===== src/logic/lac_pkg.sv =====
package lac_pkg;
	// channel count and register width
	localparam int NCH = 8;
	localparam logic [7:0] REG_RST = 8'h00;
	localparam logic [31:0] WORD_RST = 32'h0000_0000;
	// register indices, byte address is four times the index
	localparam logic [5:0] IDX_LOS_STAT = 6'h04;
	localparam logic [5:0] IDX_DRV_STAT = 6'h05;
	localparam logic [5:0] IDX_LOS_IRQ_EN = 6'h06;
	localparam logic [5:0] IDX_DRV_IRQ_EN = 6'h07;
	localparam logic [5:0] IDX_LOS_IRQ = 6'h08;
	localparam logic [5:0] IDX_DRV_IRQ = 6'h09;
	localparam logic [5:0] IDX_SOFT_RST = 6'h0a;
	localparam logic [5:0] IDX_MON_SEL = 6'h0b;
	localparam logic [5:0] IDX_LOOPBACK = 6'h0c;
	localparam logic [5:0] IDX_ALARM_STD = 6'h0d;
	localparam logic [5:0] IDX_AUTO_ONES = 6'h0e;
	localparam logic [5:0] IDX_LINE_MODE = 6'h20;
	// field positions
	localparam int MON_TX_BIT = 3;
	localparam int MODE_E1_BIT = 0;
	// bus responses
	localparam logic [1:0] RESP_OKAY = 2'h0;
	localparam logic [1:0] RESP_SLVERR = 2'h2;
	// bus states
	typedef enum logic [0:0] {
		LAC_WR_COLLECT = 1'b0,
		LAC_WR_RESP = 1'b1
	} lac_wr_st_t;
	typedef enum logic [0:0] {
		LAC_RD_IDLE = 1'b0,
		LAC_RD_RESP = 1'b1
	} lac_rd_st_t;
endpackage


===== src/logic/lac_regs.sv =====
`timescale 1ns/1ps
// Summary of operation
// - driver-fail enable bits gate driver-fail interrupts
// - signal-loss status change sets its irq bit
// - signal-loss irq bits hold until cleared
// - driver-fail status change sets its irq bit
// - driver-fail irq bits hold until cleared
// - any soft reset write restores defaults
// - monitor codes 0000 and 1000 disable monitoring
// - low three bits pick channel, bit3 picks transmit
// - loopback bit n enables digital loopback channel n
// - line mode T1 ignores alarm standard bits
// - E1 one selects ETSI alarm criteria
// - E1 zero selects G.775 alarm criteria
// - auto all-ones starts on signal loss
// - all registers read zero after reset
// - enabled irq bits drive irq_n low
// - driver-fail status follows short detection
// - signal-loss status follows loss detection
module lac_regs
	import lac_pkg::*;
(
	input wire logic aclk, // clock, 250 MHz
	input wire logic aresetn, // synchronous reset, active low
	input wire logic [7:0] awaddr, // write address
	input wire logic awvalid, // write address valid
	output logic awready, // write address ready
	input wire logic [31:0] wdata, // write data
	input wire logic [3:0] wstrb, // write strobes
	input wire logic wvalid, // write data valid
	output logic wready, // write data ready
	output logic [1:0] bresp, // write response
	output logic bvalid, // write response valid
	input wire logic bready, // write response ready
	input wire logic [7:0] araddr, // read address
	input wire logic arvalid, // read address valid
	output logic arready, // read address ready
	output logic [31:0] rdata, // read data
	output logic [1:0] rresp, // read response
	output logic rvalid, // read data valid
	input wire logic rready, // read data ready
	input wire logic [7:0] los_detect, // per-channel loss detector, async
	input wire logic [7:0] short_detect, // per-channel driver short detector, async
	input wire logic [7:0] tx_data_in, // per-channel transmit bits, aclk domain
	output logic [7:0] tx_data_out, // transmit bits after all-ones insertion
	output logic irq_n, // interrupt, active low
	output logic [7:0] loopback_en, // digital loopback per channel
	output logic [7:0] alarm_ets_sel, // ETSI criteria per channel, else G.775
	output logic alarm_t1_crit, // T1.231 criteria in force
	output logic [7:0] all_ones_active, // all-ones generation per channel
	output logic monitor_en, // monitor path enabled
	output logic monitor_tx, // monitor transmit path, else receive
	output logic [2:0] monitor_ch // monitored channel
);

	// ----------------------------------------
	// input synchronisers
	// ----------------------------------------
	logic [7:0] los_s1_q, los_s2_q, los_s3_q, los_s1_d, los_s2_d, los_s3_d;
	logic [7:0] drv_s1_q, drv_s2_q, drv_s3_q, drv_s1_d, drv_s2_d, drv_s3_d;

	// three-stage shift of both detector buses
	always_comb begin
		los_s1_d = los_detect;
		los_s2_d = los_s1_q;
		los_s3_d = los_s2_q;
		drv_s1_d = short_detect;
		drv_s2_d = drv_s1_q;
		drv_s3_d = drv_s2_q;
	end

	always_ff @(posedge aclk) begin
		if (!aresetn) begin
			los_s1_q <= REG_RST;
			los_s2_q <= REG_RST;
			los_s3_q <= REG_RST;
			drv_s1_q <= REG_RST;
			drv_s2_q <= REG_RST;
			drv_s3_q <= REG_RST;
		end else begin
			los_s1_q <= los_s1_d;
			los_s2_q <= los_s2_d;
			los_s3_q <= los_s3_d;
			drv_s1_q <= drv_s1_d;
			drv_s2_q <= drv_s2_d;
			drv_s3_q <= drv_s3_d;
		end
	end

	// ----------------------------------------
	// bus slave
	// ----------------------------------------
	lac_wr_st_t wr_st_q, wr_st_d;
	lac_rd_st_t rd_st_q, rd_st_d;
	logic aw_full_q, aw_full_d, w_full_q, w_full_d;
	logic [7:0] aw_addr_q, aw_addr_d;
	logic [31:0] w_data_q, w_data_d;
	logic [3:0] w_strb_q, w_strb_d;
	logic awready_d, wready_d, bvalid_d, arready_d, rvalid_d;
	logic [1:0] bresp_d, rresp_d;
	logic [31:0] rdata_d;
	logic wr_fire, rd_take, soft_rst;
	logic [5:0] wr_idx, rd_idx;

	// register state, declared here for the read mux
	logic [7:0] los_stat_q, los_stat_d, drv_stat_q, drv_stat_d;
	logic [7:0] los_en_q, los_en_d, drv_en_q, drv_en_d;
	logic [7:0] los_irq_q, los_irq_d, drv_irq_q, drv_irq_d;
	logic [3:0] mon_sel_q, mon_sel_d;
	logic [7:0] loop_q, loop_d, std_q, std_d, ones_q, ones_d;
	logic e1_q, e1_d;

	function automatic logic idx_ok(input logic [5:0] i);
		idx_ok = (i >= IDX_LOS_STAT && i <= IDX_AUTO_ONES) || i == IDX_LINE_MODE;
	endfunction

	assign wr_idx = aw_addr_q[7:2];
	assign rd_idx = araddr[7:2];
	assign wr_fire = (wr_st_q == LAC_WR_COLLECT) && aw_full_q && w_full_q;
	assign rd_take = arvalid && arready;
	assign soft_rst = wr_fire && wr_idx == IDX_SOFT_RST;

	// address and data taken in either order, response after both
	always_comb begin
		wr_st_d = wr_st_q;
		aw_full_d = aw_full_q;
		aw_addr_d = aw_addr_q;
		w_full_d = w_full_q;
		w_data_d = w_data_q;
		w_strb_d = w_strb_q;
		bvalid_d = bvalid;
		bresp_d = bresp;
		if (awvalid && awready) begin
			aw_full_d = 1'b1;
			aw_addr_d = awaddr;
		end
		if (wvalid && wready) begin
			w_full_d = 1'b1;
			w_data_d = wdata;
			w_strb_d = wstrb;
		end
		case (wr_st_q)
			LAC_WR_COLLECT: begin
				if (wr_fire) begin
					wr_st_d = LAC_WR_RESP;
					bvalid_d = 1'b1;
					bresp_d = idx_ok(wr_idx) ? RESP_OKAY : RESP_SLVERR;
					aw_full_d = 1'b0;
					w_full_d = 1'b0;
				end
			end
			LAC_WR_RESP: begin
				if (bready) begin
					wr_st_d = LAC_WR_COLLECT;
					bvalid_d = 1'b0;
				end
			end
			default: wr_st_d = LAC_WR_COLLECT;
		endcase
		awready_d = (wr_st_d == LAC_WR_COLLECT) && !aw_full_d;
		wready_d = (wr_st_d == LAC_WR_COLLECT) && !w_full_d;
	end

	// read: one word per address, answered the cycle after it is taken
	always_comb begin
		rd_st_d = rd_st_q;
		rvalid_d = rvalid;
		rdata_d = rdata;
		rresp_d = rresp;
		case (rd_st_q)
			LAC_RD_IDLE: begin
				if (rd_take) begin
					rd_st_d = LAC_RD_RESP;
					rvalid_d = 1'b1;
					rresp_d = idx_ok(rd_idx) ? RESP_OKAY : RESP_SLVERR;
					rdata_d = WORD_RST;
					case (rd_idx)
						IDX_LOS_STAT: rdata_d[7:0] = los_stat_q;
						IDX_DRV_STAT: rdata_d[7:0] = drv_stat_q;
						IDX_LOS_IRQ_EN: rdata_d[7:0] = los_en_q;
						IDX_DRV_IRQ_EN: rdata_d[7:0] = drv_en_q;
						IDX_LOS_IRQ: rdata_d[7:0] = los_irq_q;
						IDX_DRV_IRQ: rdata_d[7:0] = drv_irq_q;
						IDX_MON_SEL: rdata_d[3:0] = mon_sel_q;
						IDX_LOOPBACK: rdata_d[7:0] = loop_q;
						IDX_ALARM_STD: rdata_d[7:0] = std_q;
						IDX_AUTO_ONES: rdata_d[7:0] = ones_q;
						IDX_LINE_MODE: rdata_d[MODE_E1_BIT] = e1_q;
						default: rdata_d = WORD_RST;
					endcase
				end
			end
			LAC_RD_RESP: begin
				if (rready) begin
					rd_st_d = LAC_RD_IDLE;
					rvalid_d = 1'b0;
				end
			end
			default: rd_st_d = LAC_RD_IDLE;
		endcase
		arready_d = rd_st_d == LAC_RD_IDLE;
	end

	always_ff @(posedge aclk) begin
		if (!aresetn) begin
			wr_st_q <= LAC_WR_COLLECT;
			rd_st_q <= LAC_RD_IDLE;
			aw_full_q <= 1'b0;
			w_full_q <= 1'b0;
			aw_addr_q <= REG_RST;
			w_data_q <= WORD_RST;
			w_strb_q <= 4'h0;
			awready <= 1'b1;
			wready <= 1'b1;
			bvalid <= 1'b0;
			bresp <= RESP_OKAY;
			arready <= 1'b1;
			rvalid <= 1'b0;
			rdata <= WORD_RST;
			rresp <= RESP_OKAY;
		end else begin
			wr_st_q <= wr_st_d;
			rd_st_q <= rd_st_d;
			aw_full_q <= aw_full_d;
			w_full_q <= w_full_d;
			aw_addr_q <= aw_addr_d;
			w_data_q <= w_data_d;
			w_strb_q <= w_strb_d;
			awready <= awready_d;
			wready <= wready_d;
			bvalid <= bvalid_d;
			bresp <= bresp_d;
			arready <= arready_d;
			rvalid <= rvalid_d;
			rdata <= rdata_d;
			rresp <= rresp_d;
		end
	end

	// ----------------------------------------
	// register bank
	// ----------------------------------------
	logic los_rd_clr, drv_rd_clr;

	assign los_rd_clr = rd_take && rd_idx == IDX_LOS_IRQ;
	assign drv_rd_clr = rd_take && rd_idx == IDX_DRV_IRQ;

	// status tracking, change latching, software writes, soft reset last
	always_comb begin
		los_en_d = los_en_q;
		drv_en_d = drv_en_q;
		mon_sel_d = mon_sel_q;
		loop_d = loop_q;
		std_d = std_q;
		ones_d = ones_q;
		e1_d = e1_q;
		for (int i = 0; i < NCH; i++) begin
			// a level counts once the second and third stages agree
			los_stat_d[i] = (los_s2_q[i] == los_s3_q[i]) ? los_s3_q[i] : los_stat_q[i];
			drv_stat_d[i] = (drv_s2_q[i] == drv_s3_q[i]) ? drv_s3_q[i] : drv_stat_q[i];
		end
		// new changes win over a clearing read
		los_irq_d = (los_stat_d ^ los_stat_q) | (los_rd_clr ? REG_RST : los_irq_q);
		drv_irq_d = (drv_stat_d ^ drv_stat_q) | (drv_rd_clr ? REG_RST : drv_irq_q);
		if (wr_fire && w_strb_q[0]) begin
			case (wr_idx)
				IDX_LOS_IRQ_EN: los_en_d = w_data_q[7:0];
				IDX_DRV_IRQ_EN: drv_en_d = w_data_q[7:0];
				IDX_MON_SEL: mon_sel_d = w_data_q[3:0]; // upper bits dropped
				IDX_LOOPBACK: loop_d = w_data_q[7:0];
				IDX_ALARM_STD: std_d = w_data_q[7:0];
				IDX_AUTO_ONES: ones_d = w_data_q[7:0];
				IDX_LINE_MODE: e1_d = w_data_q[MODE_E1_BIT];
				default: e1_d = e1_q;
			endcase
		end
		if (soft_rst) begin
			los_stat_d = REG_RST;
			drv_stat_d = REG_RST;
			los_irq_d = REG_RST;
			drv_irq_d = REG_RST;
			los_en_d = REG_RST;
			drv_en_d = REG_RST;
			mon_sel_d = 4'h0;
			loop_d = REG_RST;
			std_d = REG_RST;
			ones_d = REG_RST;
			e1_d = 1'b0;
		end
	end

	always_ff @(posedge aclk) begin
		if (!aresetn) begin
			los_stat_q <= REG_RST;
			drv_stat_q <= REG_RST;
			los_irq_q <= REG_RST;
			drv_irq_q <= REG_RST;
			los_en_q <= REG_RST;
			drv_en_q <= REG_RST;
			mon_sel_q <= 4'h0;
			loop_q <= REG_RST;
			std_q <= REG_RST;
			ones_q <= REG_RST;
			e1_q <= 1'b0;
		end else begin
			los_stat_q <= los_stat_d;
			drv_stat_q <= drv_stat_d;
			los_irq_q <= los_irq_d;
			drv_irq_q <= drv_irq_d;
			los_en_q <= los_en_d;
			drv_en_q <= drv_en_d;
			mon_sel_q <= mon_sel_d;
			loop_q <= loop_d;
			std_q <= std_d;
			ones_q <= ones_d;
			e1_q <= e1_d;
		end
	end

	// ----------------------------------------
	// control outputs
	// ----------------------------------------
	logic irq_n_d, mon_en_d, mon_tx_d, t1_d;
	logic [7:0] ones_act_d, ets_d, tx_d;
	logic [2:0] mon_ch_d;

	// outputs follow the next register values so they line up with them
	always_comb begin
		irq_n_d = !((|(los_irq_d & los_en_d)) || (|(drv_irq_d & drv_en_d)));
		mon_en_d = mon_sel_d[2:0] != 3'h0;
		mon_tx_d = mon_en_d && mon_sel_d[MON_TX_BIT];
		mon_ch_d = mon_sel_d[2:0];
		t1_d = !e1_d;
		ets_d = e1_d ? std_d : REG_RST;
		ones_act_d = ones_d & los_stat_d;
		tx_d = tx_data_in | ones_act_d;
	end

	always_ff @(posedge aclk) begin
		if (!aresetn) begin
			irq_n <= 1'b1;
			monitor_en <= 1'b0;
			monitor_tx <= 1'b0;
			monitor_ch <= 3'h0;
			alarm_t1_crit <= 1'b1;
			alarm_ets_sel <= REG_RST;
			all_ones_active <= REG_RST;
			tx_data_out <= REG_RST;
			loopback_en <= REG_RST;
		end else begin
			irq_n <= irq_n_d;
			monitor_en <= mon_en_d;
			monitor_tx <= mon_tx_d;
			monitor_ch <= mon_ch_d;
			alarm_t1_crit <= t1_d;
			alarm_ets_sel <= ets_d;
			all_ones_active <= ones_act_d;
			tx_data_out <= tx_d;
			loopback_en <= loop_d;
		end
	end

	// ----------------------------------------
	// assertions
	// ----------------------------------------
	logic soft_seen_q;

	always_ff @(posedge aclk) begin
		if (!aresetn) begin
			soft_seen_q <= 1'b0;
		end else begin
			soft_seen_q <= soft_rst;
		end
	end
endmodule


===== config.mk =====
export PLATFORM = sky130hd
export DESIGN_NAME = lac_regs
export DESIGN_NICKNAME = d
export VERILOG_FILES = /design/src/logic/lac_pkg.sv /design/src/logic/lac_regs.sv
export SDC_FILE = /design/constraint.sdc
export NUM_CORES = 1
export LEC_CHECK = 0
export BUFFER_PORTS_ARGS = -buffer_cell sky130_fd_sc_hd__buf_2
export CELL_PAD_IN_SITES_DETAIL_PLACEMENT = 2
export CELL_PAD_IN_SITES_GLOBAL_PLACEMENT = 2
export CORE_MARGIN = 2
export CORE_UTILIZATION = 33
export CTS_CLUSTER_DIAMETER = 150
export DETAILED_ROUTE_END_ITERATION = 8
export PLACE_DENSITY = 0.81
export SYNTH_ARGS = -nofsm -noshare
export SYNTH_HDL_FRONTEND = slang
export SYNTH_SLANG_ARGS = --single-unit

===== constraint.sdc =====
create_clock -name aclk -period 3.1 [get_ports aclk]
set_clock_uncertainty 0.2 [all_clocks]
set_input_delay 0.465 -clock aclk [delete_from_list [all_inputs] [get_ports aclk]]
set_output_delay 0.465 -clock aclk [all_outputs]
set_load 0.02 [all_outputs]

* Word-level counts from Yosys, hierarchy flattened
Cells that the tools add are included.
** Cells by class
- $add $sub $neg :: 0
- Multiply operators :: 0
- Divide/modulo/power cells :: 0
- $lt $le $gt $ge :: 4
- Eq/ne operators :: 39
- Shift-type cells :: 0
- Muxes and demuxes :: 62
- Bitwise logic cells :: 13
- Reductions and logical operators :: 31
** Operators with widths (count)
- 8-bit 2-to-1 mux :: 17
- 6-bit by 4-bit equality test with 1-bit output (second input constant) :: 11
- 6-bit by 3-bit equality test with 1-bit output (second input constant) :: 6
- 4-bit case mux with 9 select lines :: 1
- 1-bit 2-to-1 mux :: 33
- 3-bit case mux with 10 select lines :: 1
- 8-bit AND :: 3
- 8-bit bitwise OR :: 3
- 1-bit equality test :: 16
- 8-bit OR reduction :: 2
- 8-bit XOR :: 2
- 1-bit logical AND :: 14
- 6-bit equality test (second input constant) :: 2
- 6-bit by 3-bit greater-or-equal comparator with 1-bit output (second input constant) :: 2
- 6-bit by 4-bit less-or-equal comparator with 1-bit output (second input constant) :: 2
- 4-bit 2-to-1 mux :: 3
- 2-bit AND reduction :: 6
- 1-bit case mux with 11 select lines :: 1
- 2-bit != test (second input constant) :: 4
- 1-bit case mux with 2 select lines :: 4
- 1-bit NOT :: 5
- 1-bit zero test :: 4
- 2-bit 2-to-1 mux :: 2
- 1-bit logical OR :: 3
- other kinds (2) :: 2
** Storage, ports and cells
- Bits in registers :: 194
- Bits in latches :: 0
- Bits in writable memories :: 0
- Bits in read-only memories :: 0
- Input bits :: 83
- Output and inout port bits :: 80
- Word-level logic and storage cells :: 189
- Memories :: 0

* Logic depth before layout (Yosys ltp)
Gate-level depths: netlist of run 1.
- Word-level depth :: 10
- Mapped depth :: 9

* Least setup slack after synthesis of run 1
OpenSTA, ideal clock, no wires.
- Kind :: input to register
- From :: input port araddr[3]
- To :: register irq_n
- Library setup time :: 0.069 ns
- Arrival time :: 2.520 ns
- Setup slack :: 0.311 ns
- Cell stages on the path :: 8
- Path buffers :: 2
- Cell sequence :: clkbuf_1 -> nand2b_1 -> or4_4 -> buf_6 -> a221oi_2 -> o22ai_1 -> or4_1 -> o21ai_1
** Between the ends
- Word-level cells in the longest chain between the ends :: 9
- Elaborated cells on any way between the ends :: 16
** RTL lines
- start, declared :: line lac_regs.sv:35 : input wire logic [7:0] araddr,
- 6-bit by 4-bit equality test with 1-bit output, on equally long branches :: line lac_regs.sv:245, lac_regs.sv:246
- 1-bit logical AND, on equally long branches :: line lac_regs.sv:245, lac_regs.sv:246
- 8-bit 2-to-1 mux, on equally long branches :: line lac_regs.sv:263, lac_regs.sv:264
- 8-bit bitwise OR, on equally long branches :: line lac_regs.sv:263, lac_regs.sv:264
- 8-bit 2-to-1 mux :: line lac_regs.sv:277 : if (soft_rst) begin
- 8-bit AND :: line lac_regs.sv:329 : irq_n_d = !((|(los_irq_d & los_en_d)) || (|(drv_irq_d & drv_en_d)));
- 8-bit OR reduction :: line lac_regs.sv:329
- 1-bit logical OR (*) :: line lac_regs.sv:329
- 1-bit zero test (*) :: line lac_regs.sv:329
- end signal, assigned :: line lac_regs.sv:351 : irq_n <= irq_n_d;
- end, declared :: line lac_regs.sv:46 : output logic irq_n,
Mark *: on every way between the ends. The rest lies on a longest branch, timed or not.
A chain may end at the register's enable or synchronous reset.

* Final worst setup path of run 1
- From :: input port araddr[6]
- To :: register irq_n
Same word-level chain as after synthesis.

==> impl_metrics.json, run 1 <==
{
  "ys_warn_count": 0,
  "cap_violations": 0,
  "antenna_found_initial": 0,
  "cts_buffer_depth": 2,
  "tightestPinTransition_ns": 0.735,
  "drive_gt1_share_pct": 20.5,
  "clk_latency_ns": 0.44,
  "grt_usage_pct": 20.0,
  "clk_pin_slew_ns": 0.07,
  "insertedDiodeCount": 0,
  "synth-main-ff-cell": "dfxtp_1",
  "slew_headroom_pct": 51.0,
  "critical-path-slowest-cell": "or3_1",
  "die_w_microns": 151,
  "critical_path.cell_chain": "buf_2 -> or3_4 -> or3_1 -> a221oi_1 -> o22ai_1 -> or4_1 -> o21ai_1",
  "ys_seq_area_share_pct": 52.2,
  "syn_area_sq_um": 7170,
  "path_buf_inv": 1,
  "cp_top_family": "simple AND/OR/NAND/NOR gates",
  "fill_cells": 2346,
  "cp.required_ns": 3.26,
  "die_area_sq_um": 22900,
  "r2r_start": "arready",
  "core_sq_um": 21200,
  "yosys-top-cells-count": "187 x dfxtp_1, 96 x nor2_1, 73 x nand2_1",
  "gp_congestion": 0.773,
  "cts-root-buf": "clkbuf_16",
  "p_per_area_nw_per_um2": 578,
  "yosysMostFrequentCell": "dfxtp_1",
  "setup_viol": 0,
  "area_growth_pct": 19.0,
  "viasPerCell": 5.03,
  "synth-edff-count": 0,
  "timing.final.crit_share_pct": 89.0,
  "final_area_sq_um": 8530,
  "r2r_cells": 6,
  "cts_hold_buf": 0,
  "vdd_drop_max_uv": 318,
  "place_area_sq_um": 7980,
  "min_path_type": "in -> reg",
  "synth_top_area_share_pct": 52.2,
  "cp-start-kind": "input port",
  "totalWireLength_microns": 22100,
  "grt_pass1_wl_microns": 34200,
  "critical_path.max_fanout": 8,
  "std_cell_rows": 53,
  "cts_resized": 0,
  "cp-endpoint": "irq_n",
  "cts_setup_buffers": 0,
  "final-hold-violation-count": 0,
  "hold_ws_ns": 0.0145,
  "htreeDepth": 4,
  "period_needed_ns": 2.76,
  "cpPeakStageDelay_ns": 0.54,
  "synth_area_leaders": "dfxtp_1 52%, mux2i_1 7.0%, nor2_1 5.0%",
  "die_h_microns": 151,
  "cts.sinks": 187,
  "synthCells": 749,
  "io_buffer_count": 105,
  "synthArstFlopShare_pct": 0,
  "drtIter0Drc": 246,
  "grt_setup_unrepaired": "false",
  "cts_buffers": 17,
  "synth.distinct_cells": 56,
  "cp.depth": 7,
  "cts_tree": "yes",
  "drc": 0,
  "worst_r2r_endpoint": "irq_n",
  "drt_first_pass_iters": 4,
  "worst-r2r-setup-slack_ns": 0.45,
  "nNetsFinal": 939,
  "outcome": "complete, no violations",
  "grt_max_degree": 47,
  "critPathKind": "in -> reg",
  "ant_nets": 0,
  "cp-end-kind": "flip-flop",
  "leakagePower_nw": 3.66,
  "io_pins": 163,
  "grt_pass1_vias": 6043,
  "initial_core_util_pct": 33.9,
  "synth-seq-cells": 187,
  "clock.fmax_ghz": 0.362,
  "slew_viol_final": 0,
  "grt-ovfl-total": 0,
  "dp_hpwl_microns": 15900,
  "vias": 5746,
  "syn_avg_cell_area_sq_um": 9.57,
  "arrival_ns": 2.92,
  "wl_per_cell_microns": 19.4,
  "crit_start": "araddr[6]",
  "synth_area_leader_cell": "dfxtp_1"
}
[worst reg2reg max path, cell delays in order, from the launching register on]
cell,delay [ns]
dfxtp_1,0.41
nand3_1,0.09
or3_1,0.50
a221oi_1,0.51
o22ai_1,0.17
or4_1,0.54
o21ai_1,0.15
[stage by stage]
stage / total power [W] / setup WS [ns] / util (%) / setup TNS (ns) / cells
floorplan: 0.00278 / 0.311 / - / 0 / 774
global placement: 0.00288 / 0.0596 / 37.7 / 0 / 1112
detailed placement: 0.00289 / -0.0252 / 37.7 / -0.0252 / 1112
CTS: 0.00498 / 0.389 / 40.3 / 0 / 1142
global route: 0.00511 / 0.176 / 40.3 / 0 / 1142
finish: 0.00493 / 0.340 / 40.3 / 0 / 1142
[where the power goes]
| part | leakage (nW) | internal (W) | switching, W |
|---|---|---|---|
| clock | 0.266 | 0.00115 | 0.000949 |
| combinational | 1.87 | 0.000111 | 0.000201 |
| sequential | 1.52 | 0.00246 | 0.0000610 |
| total | 3.66 | 0.00372 | 0.00121 |
[worst min path at each step]
stage,slack [ns],depth (start not counted),startpoint,end
floorplan,0.21,1,drv_s1_q[0],drv_s2_q[0]
global placement,0.22,1,drv_s1_q[6],drv_s2_q[6]
detailed placement,0.22,1,los_s1_q[7],los_s2_q[7]
CTS,0.004,2,tx_data_in[0],tx_data_out[0]
global route,0.006,2,tx_data_in[0],tx_data_out[0]
finish,0.01,2,tx_data_in[0],tx_data_out[0]
[routing by layer]
metal,vias to the layer above,GRT usage (%),share of wire (%)
met4,0,7.66,2.4
met1,2831,24.8,44
met3,38,3.13,4.3
met2,152,34.7,49
met5,-,0,0
li1,2725,-,-
[cell usage in the layout (no fill, tap or decap), types with 14 or more instances in the layout]
cell / count
dfxtp_1: 187
buf_2: 105
nor2_1: 96
nand2_1: 73
mux2i_1: 50
and2_1: 49
a21oi_1: 39
conb_1: 26
buf_4: 24
o21ai_0: 19
nor2b_1: 17
clkbuf_16: 17
a22oi_1: 15
nor3b_1: 14
[cells by family (layout without fill, tap and decap cells)]
family                   Yosys count  in the layout  synth area share, %
AND/OR/NAND/NOR                  289            289                 19.8
flip-flops                       187            187                 52.2
AO/OA/AOI/OAI                    126            126                 11.7
buffers and inverters             81            174                 5.88
multiplexers                      59             59                 9.49
adder cells (fa/ha/maj)            6              6                0.838
other                              1             26               0.0523
[final cells by class]
cell class                 count  area (sq um)  area share (%)
clock buffer                  21           460            5.40
inverter                      14          52.6           0.616
clock inverter                 9          90.1            1.06
sequential                   187          3740            43.9
timing repair buffer         130           726            8.51
multi-input combinational    506          3110            36.5
tap                          275           344            4.03
No activity file was read; power rests on OpenSTA's default activity.
==> run 2: changes to the inputs <==
- CELL_PAD_IN_SITES_DETAIL_PLACEMENT: 2 -> not set
- CELL_PAD_IN_SITES_GLOBAL_PLACEMENT: 2 -> not set
- CORE_UTILIZATION: 33 -> 45
- PLACE_DENSITY: 0.81 -> 0.69
- clock period: 3.1 -> 3.52 ns (I/O delays scaled with it)
==> run 2 against run 1 <==
Against the previous run:
- cell count shrank 5.9%
- combinational power shrank 21%
- total power shrank 11%
- global-route usage shrank 0.45 points
- register-to-register slack gained 0.42 ns
- worst hold slack gained 0.076 ns
- sequential share of layout area grew 0.65 points
- via count shrank 5.7%
- wire length shrank 27%
- clock power shrank 9%
- utilization grew 13 points
==> impl_metrics.json, run 2 (same netlist as run 1, synthesis figures left out) <==
{
  "io_pins": 163,
  "cp-start-kind": "input port",
  "cts_hold_buf": 0,
  "clk_pin_slew_ns": 0.07,
  "arrival_ns": 2.84,
  "vias": 5421,
  "die_h_microns": 130,
  "leakagePower_nw": 3.62,
  "setup_viol": 0,
  "slew_headroom_pct": 38.2,
  "r2r_start": "aw_addr_q[4]",
  "cp.depth": 7,
  "cap_violations": 0,
  "cts_buffers": 17,
  "die_area_sq_um": 17000,
  "postLayoutCoreUtil_pct": 53.5,
  "final-hold-violation-count": 0,
  "r2r_cells": 7,
  "critical_path.cell_chain": "buf_2 -> or3_4 -> or3_1 -> a221oi_1 -> o22ai_1 -> or4_1 -> o21ai_1",
  "htreeDepth": 4,
  "critical-path-slowest-cell": "or3_1",
  "p_per_area_nw_per_um2": 521,
  "critPathKind": "in -> reg",
  "cp.required_ns": 3.68,
  "cp_top_family": "simple AND/OR/NAND/NOR gates",
  "grt_pass1_vias": 4791,
  "timing.final.crit_share_pct": 76.2,
  "place_area_sq_um": 7810,
  "cts.sinks": 187,
  "worst_r2r_endpoint": "irq_n",
  "ant_nets": 0,
  "viasPerCell": 5.04,
  "area_growth_pct": 17.2,
  "totalWireLength_microns": 16100,
  "cts_buffer_depth": 2,
  "dp_slack_ns": 0.428,
  "drc": 0,
  "cp-end-kind": "flip-flop",
  "period_needed_ns": 2.68,
  "drive_gt1_share_pct": 19.9,
  "grt_pass1_wl_microns": 25300,
  "cts_tree": "yes",
  "cts_setup_buffers": 0,
  "clock.fmax_ghz": 0.373,
  "final_area_sq_um": 8400,
  "io_buffer_count": 105,
  "power_w": 0.00438,
  "grt-ovfl-total": 0,
  "cpPeakStageDelay_ns": 0.53,
  "mostFrequentLayoutCell": "dfxtp_1",
  "path_buf_inv": 1,
  "clk_latency_ns": 0.43,
  "tightestPinTransition_ns": 0.922,
  "worst-r2r-setup-slack_ns": 0.87,
  "tns_ns": 0,
  "min_path_type": "in -> reg",
  "initial_core_util_pct": 45.6,
  "cts_resized": 0,
  "slew_viol_final": 0,
  "antenna_found_initial": 2,
  "drt_first_pass_iters": 5,
  "crit_start": "araddr[6]",
  "drtIter0Drc": 321,
  "grt_setup_unrepaired": "false",
  "grt_usage_pct": 19.5,
  "cp-endpoint": "irq_n",
  "die_w_microns": 130,
  "wl_per_cell_microns": 15.0,
  "nNetsFinal": 928,
  "layout_common_cells": "187 x dfxtp_1, 105 x buf_2, 96 x nor2_1",
  "outcome": "complete, no violations",
  "std_cell_rows": 46,
  "grt_max_degree": 59,
  "cts-root-buf": "clkbuf_16",
  "gp_congestion": 0.838,
  "core_sq_um": 15700,
  "vdd_drop_max_uv": 376,
  "dp_hpwl_microns": 11500,
  "critical_path.max_fanout": 8,
  "fin_ws_ns": 0.839
}
[run 2: changes by cell type in the layout (fill, tap and decap cells not counted), moves of 2 or more]
cell      change
clkbuf_1      -2
buf_4        -10
clkinv_4      +2
inv_8         +2
clkbuf_8      -2
[run 2: power breakdown]
part	total, W	internal (W)	switching [W]
Combinational	0.000246	0.0000894	0.000156
Clock	0.00191	0.00106	0.000851
Sequential	0.00222	0.00217	0.0000518
[run 2: metal layers]
metal / track usage (%) / vias up / share of wire [%]
met3: 4.39 / 25 / 5.9
met1: 26.5 / 2521 / 47
li1: - / 2705 / -
met4: 7.40 / 2 / 2.0
met2: 30.5 / 168 / 45
met5: 0 / - / 0.081
[run 2: how the worst min path moves through the flow]
| stage | startpoint | to | slack, ns | cells past startpoint |
|---|---|---|---|---|
| 3_5_place_dp | drv_s1_q[1] | drv_s2_q[1] | 0.22 | 1 |
| 6_report | tx_data_in[7] | tx_data_out[7] | 0.09 | 2 |
| 2_1_floorplan | drv_s1_q[0] | drv_s2_q[0] | 0.21 | 1 |
| 4_1_cts | tx_data_in[7] | tx_data_out[7] | 0.08 | 2 |
| 3_3_place_gp | drv_s1_q[0] | drv_s2_q[0] | 0.22 | 1 |
| 5_1_grt | tx_data_in[1] | tx_data_out[1] | 0.09 | 2 |
[run 2: cell type report]
cell class / count / area (sq um)
Antenna cell: 1 / 2.50
Clock buffer: 17 / 425
Clock inverter: 15 / 166
Fill cell: 1458 / 7310
Inverter: 14 / 52.6
Multi-Input combinational cell: 506 / 3110
Sequential cell: 187 / 3740
Tap cell: 216 / 270
Timing Repair Buffer: 119 / 631
[run 2: stage by stage]
stage               hold WS, ns  cells
floorplan                 0.212    774
global placement          0.217   1042
detailed placement        0.217   1042
CTS                      0.0785   1074
global route             0.0863   1074
finish                   0.0900   1075
[run 2: worst register-to-register path, cell delays in order (launching register included)]
cell,delay [ns]
dfxtp_1,0.56
nor4bb_1,0.39
nand4_1,0.15
buf_4,0.23
mux2i_1,0.38
o22ai_1,0.12
or4_1,0.43
o21ai_1,0.13
==> run 3: changes to the inputs <==
- ABC_AREA: not set -> 1
- clock period: 3.52 -> 2.6 ns (I/O delays scaled with it)
==> run 3 against run 2 <==
Against the previous run:
- synthesized cell count increased by 35%
- final area is 7.9% higher
- largest power group unchanged
- utilization is 1.8 points higher
- critical path type is now reg -> reg
- die area rose by 4.4%
==> impl_metrics.json, run 3 <==
{
  "htreeDepth": 4,
  "grt_max_degree": 49,
  "layout.cells.non_filler": 1371,
  "viasPerCell": 4.83,
  "ant_nets": 0,
  "antenna_found_initial": 0,
  "leakagePower_nw": 4.33,
  "synthCells": 1010,
  "die_area_sq_um": 17700,
  "tightestPinTransition_ns": 0.755,
  "arrival_ns": 2.40,
  "cts_tree": "yes",
  "synth-edff-count": 0,
  "ys_warn_count": 0,
  "fill_cells": 1569,
  "cts_setup_buffers": 0,
  "cp.required_ns": 2.69,
  "totalWireLength_microns": 19200,
  "die_h_microns": 133,
  "clk_latency_ns": 0.43,
  "vdd_drop_max_uv": 481,
  "clock.fmax_ghz": 0.433,
  "synth_top_area_share_pct": 50.0,
  "grt_setup_unrepaired": "false",
  "synth.distinct_cells": 32,
  "period_needed_ns": 2.31,
  "synth_area_leader_cell": "dfxtp_1",
  "grt_pass1_wl_microns": 30400,
  "cts_buffers": 17,
  "drt_first_pass_iters": 5,
  "gp_congestion": 0.927,
  "grt_pass1_vias": 6035,
  "io_buffer_count": 105,
  "cp-start-kind": "flip-flop",
  "yosys-top-cells-count": "200 x nand2_1, 187 x dfxtp_1, 158 x nor2_1",
  "syn_area_sq_um": 7490,
  "timing.final.crit_share_pct": 88.8,
  "drtIter0Drc": 536,
  "layout_common_cells": "200 x nand2_1, 187 x dfxtp_1, 158 x nor2_1",
  "synth-seq-cells": 187,
  "critical_path.max_fanout": 44,
  "slew_headroom_pct": 49.6,
  "cp-end-kind": "flip-flop",
  "drive_gt1_share_pct": 14.9,
  "wl_per_cell_microns": 14.0,
  "std_cell_rows": 47,
  "seq_area_sq_um": 3740,
  "critical_path.cell_chain": "inv_2 -> nand2_1 -> nor2_4 -> nand2_4 -> nand2_1 -> inv_1 -> o311ai_2 -> inv_1",
  "initial_core_util_pct": 45.7,
  "grt-ovfl-total": 0,
  "critical-path-slowest-cell": "dfxtp_1",
  "drc": 0,
  "multiInputGateArea_sq_um": 2930,
  "setup_viol": 0,
  "core_sq_um": 16400,
  "critPathKind": "reg -> reg",
  "cts_buffer_depth": 2,
  "vias": 6627,
  "synth-main-ff-cell": "dfxtp_1",
  "synthArstFlopShare_pct": 0,
  "syn_avg_cell_area_sq_um": 7.42,
  "cap_violations": 0,
  "cts.sinks": 187,
  "slew_viol_final": 0,
  "clk_pin_slew_ns": 0.07,
  "power_w": 0.00627,
  "place_area_sq_um": 8160,
  "cpPeakStageDelay_ns": 0.34,
  "dp_cells": 1314,
  "nNetsFinal": 1221,
  "outcome": "complete, no violations",
  "die_w_microns": 133,
  "synth_area_leaders": "dfxtp_1 50%, nand2_1 10%, nor2_1 7.9%",
  "final_area_sq_um": 9070,
  "area_growth_pct": 21.1,
  "cts-root-buf": "clkbuf_16",
  "grt_usage_pct": 22.0,
  "final-hold-violation-count": 0,
  "ys_seq_area_share_pct": 50.0,
  "tns_ns": 0,
  "yosysMostFrequentCell": "nand2_1",
  "mostFrequentLayoutCell": "nand2_1",
  "hold_ws_ns": 0.0148,
  "min_path_type": "in -> reg",
  "io_pins": 163,
  "insertedDiodeCount": 0,
  "p_per_area_nw_per_um2": 691,
  "dp_hpwl_microns": 13900
}
run 3: changes by cell type after synthesis, sizes merged, moves of 16 or more:
cell,change
mux2i,-50
nand2,+128
a21oi,+50
nor2b,-17
and2,-49
inv,+138
nand3,+38
o21ai,+19
nor2,+67
a221oi,-16
o211ai,+19
run 3: layout make-up:
type,instances,share of cell area [%]
sequential,187,41.3
multi-input combinational,637,32.3
timing repair buffer,142,9.82
inverter,153,6.33
clock buffer,19,4.88
tap,220,3.03
clock inverter,13,2.35
run 3: what timing repair did:
action / in CTS / in global routing
endpoints found under the hold margin: 25 / 0
resized for setup: 0 / 0
hold buffers: 25 / 0
run 3: worst paths after layout:
kind | from | endpoint | slack, ns | cells after the start
worst min-delay path | awaddr[4] | aw_addr_q[4] | 0.01 | 3
worst min register to register | drv_s1_q[3] | drv_s2_q[3] | 0.21 | 2
worst max register to register | aw_addr_q[2] | e1_q | 0.29 | 8
worst max-delay path | aw_addr_q[2] | e1_q | 0.29 | 8
run 3: power by group:
part / internal, W / leakage, nW / total [W] / switching, W
combinational: 0.000139 / 2.49 / 0.000414 / 0.000275
sequential: 0.00294 / 1.52 / 0.00299 / 0.0000502
clock: 0.00174 / 0.316 / 0.00286 / 0.00112
run 3: stage by stage:
step | worst slack (ns) | util (%)
global route | 0.138 | 55.3
detailed placement | 0.311 | 49.8
finish | 0.292 | 55.3
global placement | 0.330 | 49.8
floorplan | 0.851 | -
CTS | 0.319 | 55.3
run 3: per-layer routing:
layer,routed length [microns],vias up,global-route usage [%]
met1,8680,2999,29.5
li1,-,3386,-
met2,8850,215,35.5
met4,461,0,8.06
met5,0,-,0
met3,1200,27,4.14
run 3: worst max-delay path: cells and delay by family (launching register included):
kind / cells / cell delay, ns
AND/OR/NAND/NOR: 4 / 0.98
buffers and inverters: 3 / 0.37
flip-flops: 1 / 0.34
AO/OA/AOI/OAI: 1 / 0.26
run 3: cell families after synthesis:
logic type | Yosys count | synth area share (%)
compound gates | 172 | 13.1
buf+inv | 211 | 12.2
flops | 187 | 50.0
other cells | 1 | 0.0501
simple gates | 439 | 24.7
